$ cat config.mk
export PLATFORM = sky130hd
export DESIGN_NAME = imove_unit
export DESIGN_NICKNAME = d
export VERILOG_FILES = /design/src/imove_pkg.sv /design/src/imove_unit.sv
export SDC_FILE = /design/constraint.sdc
export NUM_CORES = 1
export LEC_CHECK = 0
export BUFFER_PORTS_ARGS = -buffer_cell sky130_fd_sc_hd__buf_2
export CAP_MARGIN = 40
export CORE_UTILIZATION = 35
export DETAILED_ROUTE_END_ITERATION = 8
export SLEW_MARGIN = 20
export SYNTH_ARGS = -nofsm -noshare
export SYNTH_HDL_FRONTEND = slang
export SYNTH_SLANG_ARGS = --single-unit
$ cat constraint.sdc
create_clock -name clk_i -period 6.2 [get_ports clk_i]
set_input_delay 1.24 -clock clk_i [delete_from_list [all_inputs] [get_ports clk_i]]
set_output_delay 1.24 -clock clk_i [all_outputs]
set_load 0.03 [all_outputs]
$ cat src/imove_pkg.sv
// Constants and types for the immediate and program-memory move unit
package imove_pkg;

    // ---------------------------------------------------------------
    // Immediate short move opcode layout
    // ---------------------------------------------------------------
    localparam logic [8:0] IMOVE_IMM_OPCODE = 9'h00F;
    localparam int IMOVE_IMM_OP_HI = 31;
    localparam int IMOVE_IMM_OP_LO = 23;
    localparam int IMOVE_IMM_HI = 22;
    localparam int IMOVE_IMM_LO = 7;
    localparam int IMOVE_DST_HI = 6;
    localparam int IMOVE_DST_LO = 0;

    // ---------------------------------------------------------------
    // Program memory move opcode layout
    // ---------------------------------------------------------------
    localparam logic [11:0] IMOVE_PM_OPCODE = 12'h016;
    localparam int IMOVE_PM_OP_HI = 31;
    localparam int IMOVE_PM_OP_LO = 20;
    localparam int IMOVE_MODE_HI = 19;
    localparam int IMOVE_MODE_LO = 17;
    localparam int IMOVE_RN_HI = 16;
    localparam int IMOVE_RN_LO = 14;
    localparam int IMOVE_MARK_BIT = 13;
    localparam int IMOVE_DIR_BIT = 12;
    localparam int IMOVE_MID_HI = 11;
    localparam int IMOVE_MID_LO = 7;
    localparam logic [4:0] IMOVE_MID_VAL = 5'h02;

    // ---------------------------------------------------------------
    // Register codes
    // ---------------------------------------------------------------
    localparam logic [3:0] IMOVE_GRP_SHORT = 4'h0;
    localparam logic [3:0] IMOVE_GRP_HIGH = 4'h3;
    localparam logic [3:0] IMOVE_GRP_EXTRA = 4'h4;
    localparam logic [3:0] IMOVE_GRP_ADDR = 4'h5;
    localparam logic [3:0] IMOVE_GRP_MODIF = 4'h7;
    localparam logic [6:0] IMOVE_STATUS_WORD = 7'h79;
    localparam logic [6:0] IMOVE_STACK_HIGH_WORD = 7'h7C;

    // ---------------------------------------------------------------
    // Addressing modes
    // ---------------------------------------------------------------
    localparam logic [2:0] IMOVE_AM_POST_DEC_N = 3'h0;
    localparam logic [2:0] IMOVE_AM_POST_INC_N = 3'h1;
    localparam logic [2:0] IMOVE_AM_POST_DEC = 3'h2;
    localparam logic [2:0] IMOVE_AM_POST_INC = 3'h3;
    localparam logic [2:0] IMOVE_AM_NO_UPDATE = 3'h4;
    localparam logic [2:0] IMOVE_AM_INDEXED_N = 3'h5;
    localparam logic [2:0] IMOVE_AM_ABSOLUTE = 3'h6;
    localparam logic [2:0] IMOVE_AM_PRE_DEC = 3'h7;
    localparam logic [2:0] IMOVE_ABS_RN = 3'h0;
    localparam logic [31:0] IMOVE_ONE = 32'h0000_0001;

    // ---------------------------------------------------------------
    // Status word fields
    // ---------------------------------------------------------------
    localparam int IMOVE_CC_HI = 7;
    localparam int IMOVE_CC_LO = 0;
    localparam int IMOVE_ES_HI = 15;
    localparam int IMOVE_ES_LO = 8;
    localparam int IMOVE_SF_HI = 20;
    localparam int IMOVE_SF_LO = 16;

    // ---------------------------------------------------------------
    // Timing in clock cycles and state machine
    // ---------------------------------------------------------------
    localparam logic [2:0] IMOVE_IMM_CYCLES = 3'h2;
    localparam logic [2:0] IMOVE_PM_CYCLES = 3'h6;
    localparam logic [2:0] IMOVE_CNT_MAX = 3'h7;

    typedef enum logic [2:0] {
        IMOVE_ST_IDLE = 3'b000,
        IMOVE_ST_EXT = 3'b001,
        IMOVE_ST_SRC = 3'b011,
        IMOVE_ST_MEM = 3'b010,
        IMOVE_ST_WR = 3'b110,
        IMOVE_ST_IMM = 3'b100
    } imove_state_e;

endpackage

$ cat src/imove_unit.sv
// Decode and execute unit for immediate short and program-memory moves
`timescale 1ns/100ps

module imove_unit
(
    input wire logic clk_i,
    input wire logic rst_n_i,
    input wire logic instr_valid_i,
    input wire logic [31:0] instr_i,
    output logic instr_ready_o,
    output logic illegal_o,
    output logic done_o,
    output logic ext_req_o,
    input wire logic ext_valid_i,
    input wire logic [31:0] ext_word_i,
    output logic [6:0] rf_sel_o,
    input wire logic [31:0] rf_rd_data_i,
    output logic rf_we_o,
    output logic [31:0] rf_wdata_o,
    output logic [2:0] address_register_sel_o,
    input wire logic [31:0] address_register_i,
    input wire logic [31:0] offset_register_i,
    output logic address_register_we_o,
    output logic [31:0] address_register_wdata_o,
    output logic stack_pointer_inc_o,
    output logic stack_pointer_dec_o,
    output logic pm_req_o,
    output logic pm_we_o,
    output logic [31:0] pm_addr_o,
    output logic [31:0] pm_wdata_o,
    input wire logic pm_ack_i,
    input wire logic [31:0] pm_rdata_i,
    output logic [7:0] condition_code_byte_o,
    output logic [7:0] exception_status_byte_o,
    output logic [4:0] sticky_flag_byte_o
);
    import imove_pkg::*;

    // ---------------------------------------------------------------
    // State
    // ---------------------------------------------------------------
    typedef struct packed {
        imove_state_e st;
        logic [2:0] cnt;
        logic dir_load;
        logic is_abs;
        logic [2:0] mode;
        logic [2:0] rn;
        logic [6:0] reg_code;
        logic [31:0] data;
        logic [31:0] ea;
        logic [31:0] an_val;
        logic ready;
        logic illegal;
        logic done;
        logic ext_req;
        logic rf_we;
        logic an_we;
        logic sp_inc;
        logic sp_dec;
        logic pm_req;
        logic pm_we;
        logic [7:0] cc;
        logic [7:0] es;
        logic [4:0] sf;
    } imove_state_s;

    imove_state_s s_q;
    imove_state_s s_d;

    // ---------------------------------------------------------------
    // Helpers
    // ---------------------------------------------------------------
    function automatic logic code_valid(input logic [6:0] code);
        logic ok;
        ok = 1'b0;
        // Codes above the modifier group and below the status word are refused
        if (code[6:3] <= IMOVE_GRP_HIGH)
            ok = 1'b1;
        else if (code[6:3] == IMOVE_GRP_EXTRA)
            ok = 1'b1;
        else if (code[6:3] >= IMOVE_GRP_ADDR && code[6:3] <= IMOVE_GRP_MODIF)
            ok = 1'b1;
        else if (code >= IMOVE_STATUS_WORD)
            ok = 1'b1;
        return ok;
    endfunction

    // Linear arithmetic only; modulo addressing belongs to the address unit
    function automatic logic [63:0] ea_calc(input logic [2:0] mode,
                                            input logic [31:0] rn,
                                            input logic [31:0] nn);
        logic [31:0] ea;
        logic [31:0] nx;
        ea = rn;
        nx = rn;
        case (mode)
            IMOVE_AM_POST_DEC_N: nx = rn - nn;
            IMOVE_AM_POST_INC_N: nx = rn + nn;
            IMOVE_AM_POST_DEC: nx = rn - IMOVE_ONE;
            IMOVE_AM_POST_INC: nx = rn + IMOVE_ONE;
            IMOVE_AM_INDEXED_N: ea = rn + nn;
            IMOVE_AM_PRE_DEC:
            begin
                ea = rn - IMOVE_ONE;
                nx = ea;
            end
            default: ea = rn;
        endcase
        return {ea, nx};
    endfunction

    function automatic logic mode_updates(input logic [2:0] mode);
        return (mode != IMOVE_AM_NO_UPDATE) && (mode != IMOVE_AM_INDEXED_N)
            && (mode != IMOVE_AM_ABSOLUTE);
    endfunction

    // Only the stack high word moves the pointer; one compare serves
    // every place that raises a pointer pulse
    function automatic logic is_stack_high(input logic [6:0] code);
        return code == IMOVE_STACK_HIGH_WORD;
    endfunction

    // ---------------------------------------------------------------
    // Next state
    // ---------------------------------------------------------------
    logic is_imm;
    logic is_pm;
    logic mode_ok;
    logic [6:0] dst;
    logic [63:0] ea_pair;

    always_comb
    begin
        dst = instr_i[IMOVE_DST_HI:IMOVE_DST_LO];
        is_imm = instr_i[IMOVE_IMM_OP_HI:IMOVE_IMM_OP_LO]
            == IMOVE_IMM_OPCODE;
        is_pm = instr_i[IMOVE_PM_OP_HI:IMOVE_PM_OP_LO] == IMOVE_PM_OPCODE
            && instr_i[IMOVE_MARK_BIT]
            && instr_i[IMOVE_MID_HI:IMOVE_MID_LO] == IMOVE_MID_VAL;
        // Absolute is the only alterable form of mode 6; others are immediate
        mode_ok = instr_i[IMOVE_MODE_HI:IMOVE_MODE_LO] != IMOVE_AM_ABSOLUTE
            || instr_i[IMOVE_RN_HI:IMOVE_RN_LO] == IMOVE_ABS_RN;
        ea_pair = ea_calc(s_q.mode, address_register_i, offset_register_i);

        s_d = s_q;
        s_d.illegal = 1'b0;
        s_d.done = 1'b0;
        s_d.rf_we = 1'b0;
        s_d.an_we = 1'b0;
        s_d.sp_inc = 1'b0;
        s_d.sp_dec = 1'b0;
        if (s_q.cnt != IMOVE_CNT_MAX)
            s_d.cnt = s_q.cnt + 3'h1;

        case (s_q.st)
            IMOVE_ST_IDLE:
            begin
                s_d.cnt = 3'h1;
                if (instr_valid_i && is_imm && code_valid(dst))
                begin
                    s_d.ready = 1'b0;
                    s_d.reg_code = dst;
                    // Raw bits even for short float registers
                    s_d.data = {{16{instr_i[IMOVE_IMM_HI]}},
                        instr_i[IMOVE_IMM_HI:IMOVE_IMM_LO]};
                    s_d.sp_inc = is_stack_high(dst);
                    s_d.st = IMOVE_ST_IMM;
                end
                else if (instr_valid_i && is_pm && mode_ok && code_valid(dst))
                begin
                    s_d.ready = 1'b0;
                    s_d.reg_code = dst;
                    s_d.dir_load = instr_i[IMOVE_DIR_BIT];
                    s_d.mode = instr_i[IMOVE_MODE_HI:IMOVE_MODE_LO];
                    s_d.rn = instr_i[IMOVE_RN_HI:IMOVE_RN_LO];
                    s_d.is_abs = instr_i[IMOVE_MODE_HI:IMOVE_MODE_LO]
                        == IMOVE_AM_ABSOLUTE;
                    if (s_d.is_abs)
                    begin
                        s_d.ext_req = 1'b1;
                        s_d.st = IMOVE_ST_EXT;
                    end
                    else
                        s_d.st = IMOVE_ST_SRC;
                end
                // A refused word leaves the unit idle; the pulse is its trace
                else if (instr_valid_i)
                    s_d.illegal = 1'b1;
            end
            IMOVE_ST_IMM:
            begin
                // Single write cycle keeps the whole move at two cycles
                if (s_q.reg_code == IMOVE_STATUS_WORD)
                begin
                    s_d.cc = s_q.data[IMOVE_CC_HI:IMOVE_CC_LO];
                    s_d.es = s_q.data[IMOVE_ES_HI:IMOVE_ES_LO];
                    s_d.sf = s_q.data[IMOVE_SF_HI:IMOVE_SF_LO];
                end
                else
                    s_d.rf_we = 1'b1;
                s_d.done = 1'b1;
                s_d.ready = 1'b1;
                s_d.st = IMOVE_ST_IDLE;
            end
            IMOVE_ST_EXT:
            begin
                if (ext_valid_i)
                begin
                    s_d.ea = ext_word_i;
                    s_d.ext_req = 1'b0;
                    s_d.st = IMOVE_ST_SRC;
                end
                else
                begin
                    // Waiting for the extension word counts as a wait
                    s_d.cnt = s_q.cnt;
                end
            end
            IMOVE_ST_SRC:
            begin
                if (!s_q.is_abs)
                begin
                    s_d.ea = ea_pair[63:32];
                    s_d.an_val = ea_pair[31:0];
                    s_d.an_we = mode_updates(s_q.mode);
                end
                if (!s_q.dir_load)
                begin
                    s_d.data = rf_rd_data_i;
                    // Pointer drops only after the stack word was sampled
                    s_d.sp_dec = is_stack_high(s_q.reg_code);
                end
                // Address and store data are registered with the request
                s_d.pm_req = 1'b1;
                s_d.pm_we = !s_q.dir_load;
                s_d.st = IMOVE_ST_MEM;
            end
            IMOVE_ST_MEM:
            begin
                if (pm_ack_i)
                begin
                    s_d.pm_req = 1'b0;
                    s_d.pm_we = 1'b0;
                    if (s_q.dir_load)
                    begin
                        s_d.data = pm_rdata_i;
                        s_d.sp_inc = is_stack_high(s_q.reg_code);
                    end
                    s_d.st = IMOVE_ST_WR;
                end
                else
                begin
                    // Hold the count so wait states add to the minimum
                    s_d.cnt = s_q.cnt;
                end
            end
            IMOVE_ST_WR:
            begin
                // Stretch to the documented minimum; waits add on top
                if (s_q.cnt >= IMOVE_PM_CYCLES - 3'h1)
                begin
                    if (s_q.dir_load && s_q.reg_code == IMOVE_STATUS_WORD)
                    begin
                        s_d.cc = s_q.data[IMOVE_CC_HI:IMOVE_CC_LO];
                        s_d.es = s_q.data[IMOVE_ES_HI:IMOVE_ES_LO];
                        s_d.sf = s_q.data[IMOVE_SF_HI:IMOVE_SF_LO];
                    end
                    else
                        s_d.rf_we = s_q.dir_load;
                    s_d.done = 1'b1;
                    s_d.ready = 1'b1;
                    s_d.st = IMOVE_ST_IDLE;
                end
            end
            default:
            begin
                s_d.ready = 1'b1;
                s_d.st = IMOVE_ST_IDLE;
            end
        endcase
    end

    // ---------------------------------------------------------------
    // Registers
    // ---------------------------------------------------------------
    // Only the ready flag leaves reset high: the unit comes up idle
    always_ff @(posedge clk_i)
    begin
        if (!rst_n_i)
        begin
            s_q <= '0;
            s_q.st <= IMOVE_ST_IDLE;
            s_q.ready <= 1'b1;
        end
        else
            s_q <= s_d;
    end

    // ---------------------------------------------------------------
    // Outputs
    // ---------------------------------------------------------------
    assign instr_ready_o = s_q.ready;
    assign illegal_o = s_q.illegal;
    assign done_o = s_q.done;
    assign ext_req_o = s_q.ext_req;
    assign rf_sel_o = s_q.reg_code;
    assign rf_we_o = s_q.rf_we;
    assign rf_wdata_o = s_q.data;
    assign address_register_sel_o = s_q.rn;
    assign address_register_we_o = s_q.an_we;
    assign address_register_wdata_o = s_q.an_val;
    assign stack_pointer_inc_o = s_q.sp_inc;
    assign stack_pointer_dec_o = s_q.sp_dec;
    assign pm_req_o = s_q.pm_req;
    assign pm_we_o = s_q.pm_we;
    assign pm_addr_o = s_q.ea;
    assign pm_wdata_o = s_q.data;
    assign condition_code_byte_o = s_q.cc;
    assign exception_status_byte_o = s_q.es;
    assign sticky_flag_byte_o = s_q.sf;

endmodule

==> impl_metrics.sql <==
INSERT INTO impl_metrics (metric_group, metric, value, unit) VALUES
('logic_synthesis', 'synth.ff_latch_count', '148', ''),
('sta', 'timing.fmax', '194', 'MHz'),
('routing', 'drt.antenna.violating_nets', '0', ''),
('grt', 'grt_first_pass_wirelength', '81500', 'µm'),
('critical_path', 'crit_path_max_incr_delay', '470', 'ps'),
('critical_path', 'critical_path.startpoint_type', 'input pin', ''),
('critical_path', 'end_kind', 'flop', ''),
('clock_network', 'number_of_gates_resized_after_cts', '0', ''),
('critical_path', 'critical_path_buf_inv_count', '2', ''),
('critical_path', 'critPathTopFamily', 'simple AND/OR/NAND/NOR gates', ''),
('final_layout', 'most_common_library_cell_in_the_layout_ignoring_fill_and_taps', 'sky130_fd_sc_hd__buf_2', ''),
('logic_synthesis', 'synth_async_sr_flop_share', '0', ''),
('power_and_ir_drop', 'power_per_cell_area', '257', 'nW/µm²'),
('routing', 'vias_per_cell', '5.66', ''),
('placed_design', 'place.detailed.hpwl', '43300', 'µm'),
('final_layout', 'drive_gt1_frac', '0.222', ''),
('logic_synthesis', 'synth_seq_area_share', '0.209', ''),
('final_layout', 'fin_util', '0.400', ''),
('critical_path', 'cp_slowest_cell', 'sky130_fd_sc_hd__nor4_1', ''),
('sta', 'timing.hold.ws', '449', 'ps'),
('clock_network', 'clk_latency', '450', 'ps'),
('clock_network', 'buffer_levels_on_the_longest_clock_path', '2', ''),
('routing', 'detail_route.wirelength', '55400', 'µm'),
('floorplan', 'placement_rows', '73', ''),
('grt', 'grt_antenna_before_repair', '3', ''),
('logic_synthesis', 'synth_cells', '1989', ''),
('clock_network', 'clk_root_buffer_cell', 'sky130_fd_sc_hd__clkbuf_16', ''),
('final_layout', 'most-common-layout-cells', '365 x sky130_fd_sc_hd__buf_2, 230 x sky130_fd_sc_hd__nor2_1, 213 x sky130_fd_sc_hd__a21oi_1, 204 x sky130_fd_sc_hd__nand2_1, 146 x sky130_fd_sc_hd__dfxtp_1', ''),
('sta', 'worst_pin_slew', '883', 'ps'),
('clock_network', 'register_clock_pin_slew_on_the_reported_worst_setup_and_hold_paths', '70', 'ps'),
('clock_network', 'cts_post_setup_buffers_inserted', '0', ''),
('sta', 'fin_tns_setup', '0', 'ps'),
('floorplan', 'die-width', '203', 'µm'),
('clock_network', 'cts_made_buffers', '17', ''),
('worst_hold_path', 'holdCritPathClass', 'reg -> reg', ''),
('logic_synthesis', 'syn_area_per_cell', '7.12', 'µm²'),
('power_and_ir_drop', 'power', '4.08', 'mW'),
('final_layout', 'area_growth_syn_to_layout', '12.4', '%'),
('power_and_ir_drop', 'cell_leakage_power', '6.89', 'nW'),
('logic_synthesis', 'synth_area', '14200', 'µm²'),
('placed_design', 'postPlaceCellArea', '15300', 'µm²'),
('logic_synthesis', 'postSynthNetCount', '2255', ''),
('placed_design', 'globalplace.congestion', '0.911', ''),
('final_layout', 'layout.nets', '2390', ''),
('sta', 'fin_clk_skew', '8.54', 'ps'),
('routing', 'wl_per_cell', '20.8', 'µm'),
('critical_path', 'crit_type', 'in -> reg', ''),
('clock_network', 'number_of_hold_repair_buffers_added_at_the_cts_stage', '0', ''),
('critical_path', 'timing.critical_path.required', '6550', 'ps'),
('logic_synthesis', 'synth-edff-count', '0', ''),
('sta', 'final-hold-violation-count', '0', ''),
('grt', 'number_of_global_route_vias_before_repair', '13400', ''),
('grt', 'grt_max_degree', '65', ''),
('outcome', 'status', 'complete, no violations', ''),
('clock_network', 'clock_sinks', '148', ''),
('clock_network', 'ctsHtreeMaxLevel', '4', ''),
('routing', 'remaining_drc_errors', '0', ''),
('routing', 'detailedRoute.firstIterationViolations', '1347', ''),
('grt', 'total_routing_usage_reported_by_global_routing', '0.259', ''),
('floorplan', 'starting_density_of_the_core', '0.355', ''),
('grt', 'grt.overflow.total', '0', ''),
('logic_synthesis', 'synth_warnings', '0', ''),
('logic_synthesis', 'synthTopCellsByArea', 'sky130_fd_sc_hd__dfxtp_1 21%, sky130_fd_sc_hd__buf_4 8.5%, sky130_fd_sc_hd__a21oi_1 7.5%, sky130_fd_sc_hd__nor2_1 6.2%, sky130_fd_sc_hd__ha_1 5.9%', ''),
('logic_synthesis', 'yosys.cell_types.count', '88', ''),
('critical_path', 'cp_data_arrival_time', '5510', 'ps'),
('floorplan', 'vertical_die_dimension', '203', 'µm'),
('sta', 'setup-violations-final', '0', ''),
('sta', 'slew_violations', '0', ''),
('floorplan', 'boundaryPins', '366', ''),
('power_and_ir_drop', 'worst_ir_drop_vdd', '0.000161', 'V'),
('logic_synthesis', 'post-synth-top-area-fraction', '0.209', '');
-- cells by family after synthesis --
group | count (synthesis) | share of synthesized area
and+or+nand+nor | 673 | 0.220
AOI/OAI and AO/OA | 621 | 0.278
buffers and inverters | 324 | 0.130
DFF | 148 | 0.209
xor gates and xnor gates | 103 | 0.0637
adders and majority gates | 69 | 0.0621
muxes | 51 | 0.0367
-- report_power, final --
group | switching (mW) | internal (mW)
clock | 0.444 | 0.637
combinational | 1.24 | 0.594
sequential | 0.0928 | 1.07
-- flip-flops by register name, indices dropped and copies added, names as in the netlist, 3 cells and up --
register and flops:
sticky_flag_byte_o 5, exception_status_byte_o 8, pm_wdata_o 32, address_register_wdata_o 32
pm_addr_o 32, condition_code_byte_o 8, s_q 11, rf_sel_o 7
address_register_sel_o 3
-- tightest hold or removal path, cell delays in order (launching register included) --
cell and delay [ps]:
sky130_fd_sc_hd__dfxtp_1 310, sky130_fd_sc_hd__nand2_1 50, sky130_fd_sc_hd__a21oi_1 50
-- final timing paths --
kind                              start                      endpoint  cells after the start
setup / recovery   offset_register_i[4]  address_register_wdata_o[29]                     19
hold reg to reg   sticky_flag_byte_o[1]         sticky_flag_byte_o[1]                      2
hold / removal    sticky_flag_byte_o[1]         sticky_flag_byte_o[1]                      2
setup reg to reg               s_q[138]  address_register_wdata_o[24]                     14
-- cell usage after synthesis (10+ instances only) --
master / instances
sky130_fd_sc_hd__a221oi_1: 24
sky130_fd_sc_hd__a211oi_1: 54
sky130_fd_sc_hd__or3_1: 20
sky130_fd_sc_hd__o21ai_0: 125
sky130_fd_sc_hd__mux2i_1: 47
sky130_fd_sc_hd__o21a_1: 11
sky130_fd_sc_hd__xor2_1: 52
sky130_fd_sc_hd__or2_2: 11
sky130_fd_sc_hd__and3_1: 10
sky130_fd_sc_hd__nand3_1: 51
sky130_fd_sc_hd__a31oi_1: 24
sky130_fd_sc_hd__nor3_1: 53
sky130_fd_sc_hd__clkbuf_1: 109
sky130_fd_sc_hd__nand4_1: 13
sky130_fd_sc_hd__nand2_1: 204
sky130_fd_sc_hd__xnor2_1: 51
sky130_fd_sc_hd__o221ai_1: 14
sky130_fd_sc_hd__buf_4: 161
sky130_fd_sc_hd__inv_1: 35
sky130_fd_sc_hd__a21o_1: 37
sky130_fd_sc_hd__nor2_1: 232
sky130_fd_sc_hd__nor2b_1: 13
sky130_fd_sc_hd__nor4_1: 19
sky130_fd_sc_hd__o211ai_1: 31
sky130_fd_sc_hd__dfxtp_1: 148
sky130_fd_sc_hd__a21oi_1: 213
sky130_fd_sc_hd__buf_1: 11
sky130_fd_sc_hd__ha_1: 67
-- layout make-up --
cell class	instances	area (µm²)
Timing Repair Buffer	403	2160
Multi-Input combinational cell	1517	9380
Clock buffer	22	484
Sequential cell	148	2970
Clock inverter	10	123
Tap cell	525	657
Antenna cell	2	5.00
Inverter	37	140
Fill cell	4248	23900
-- routing by layer --
layer / GRT usage / wire length, µm / share of wire
met5: 0 / 10 / 0.00018
met4: 0.0827 / 1300 / 0.023
met3: 0.0530 / 5120 / 0.092
met2: 0.390 / 23900 / 0.43
met1: 0.365 / 25100 / 0.45
-- metrics by stage --
step	worst slack, ps	cells
4_1_cts	1080	2656
2_1_floorplan	1050	1989
5_1_grt	711	2664
3_3_place_gp	566	2621
3_5_place_dp	608	2624
6_report	1040	2664
(Power assumes the default switching activity.)
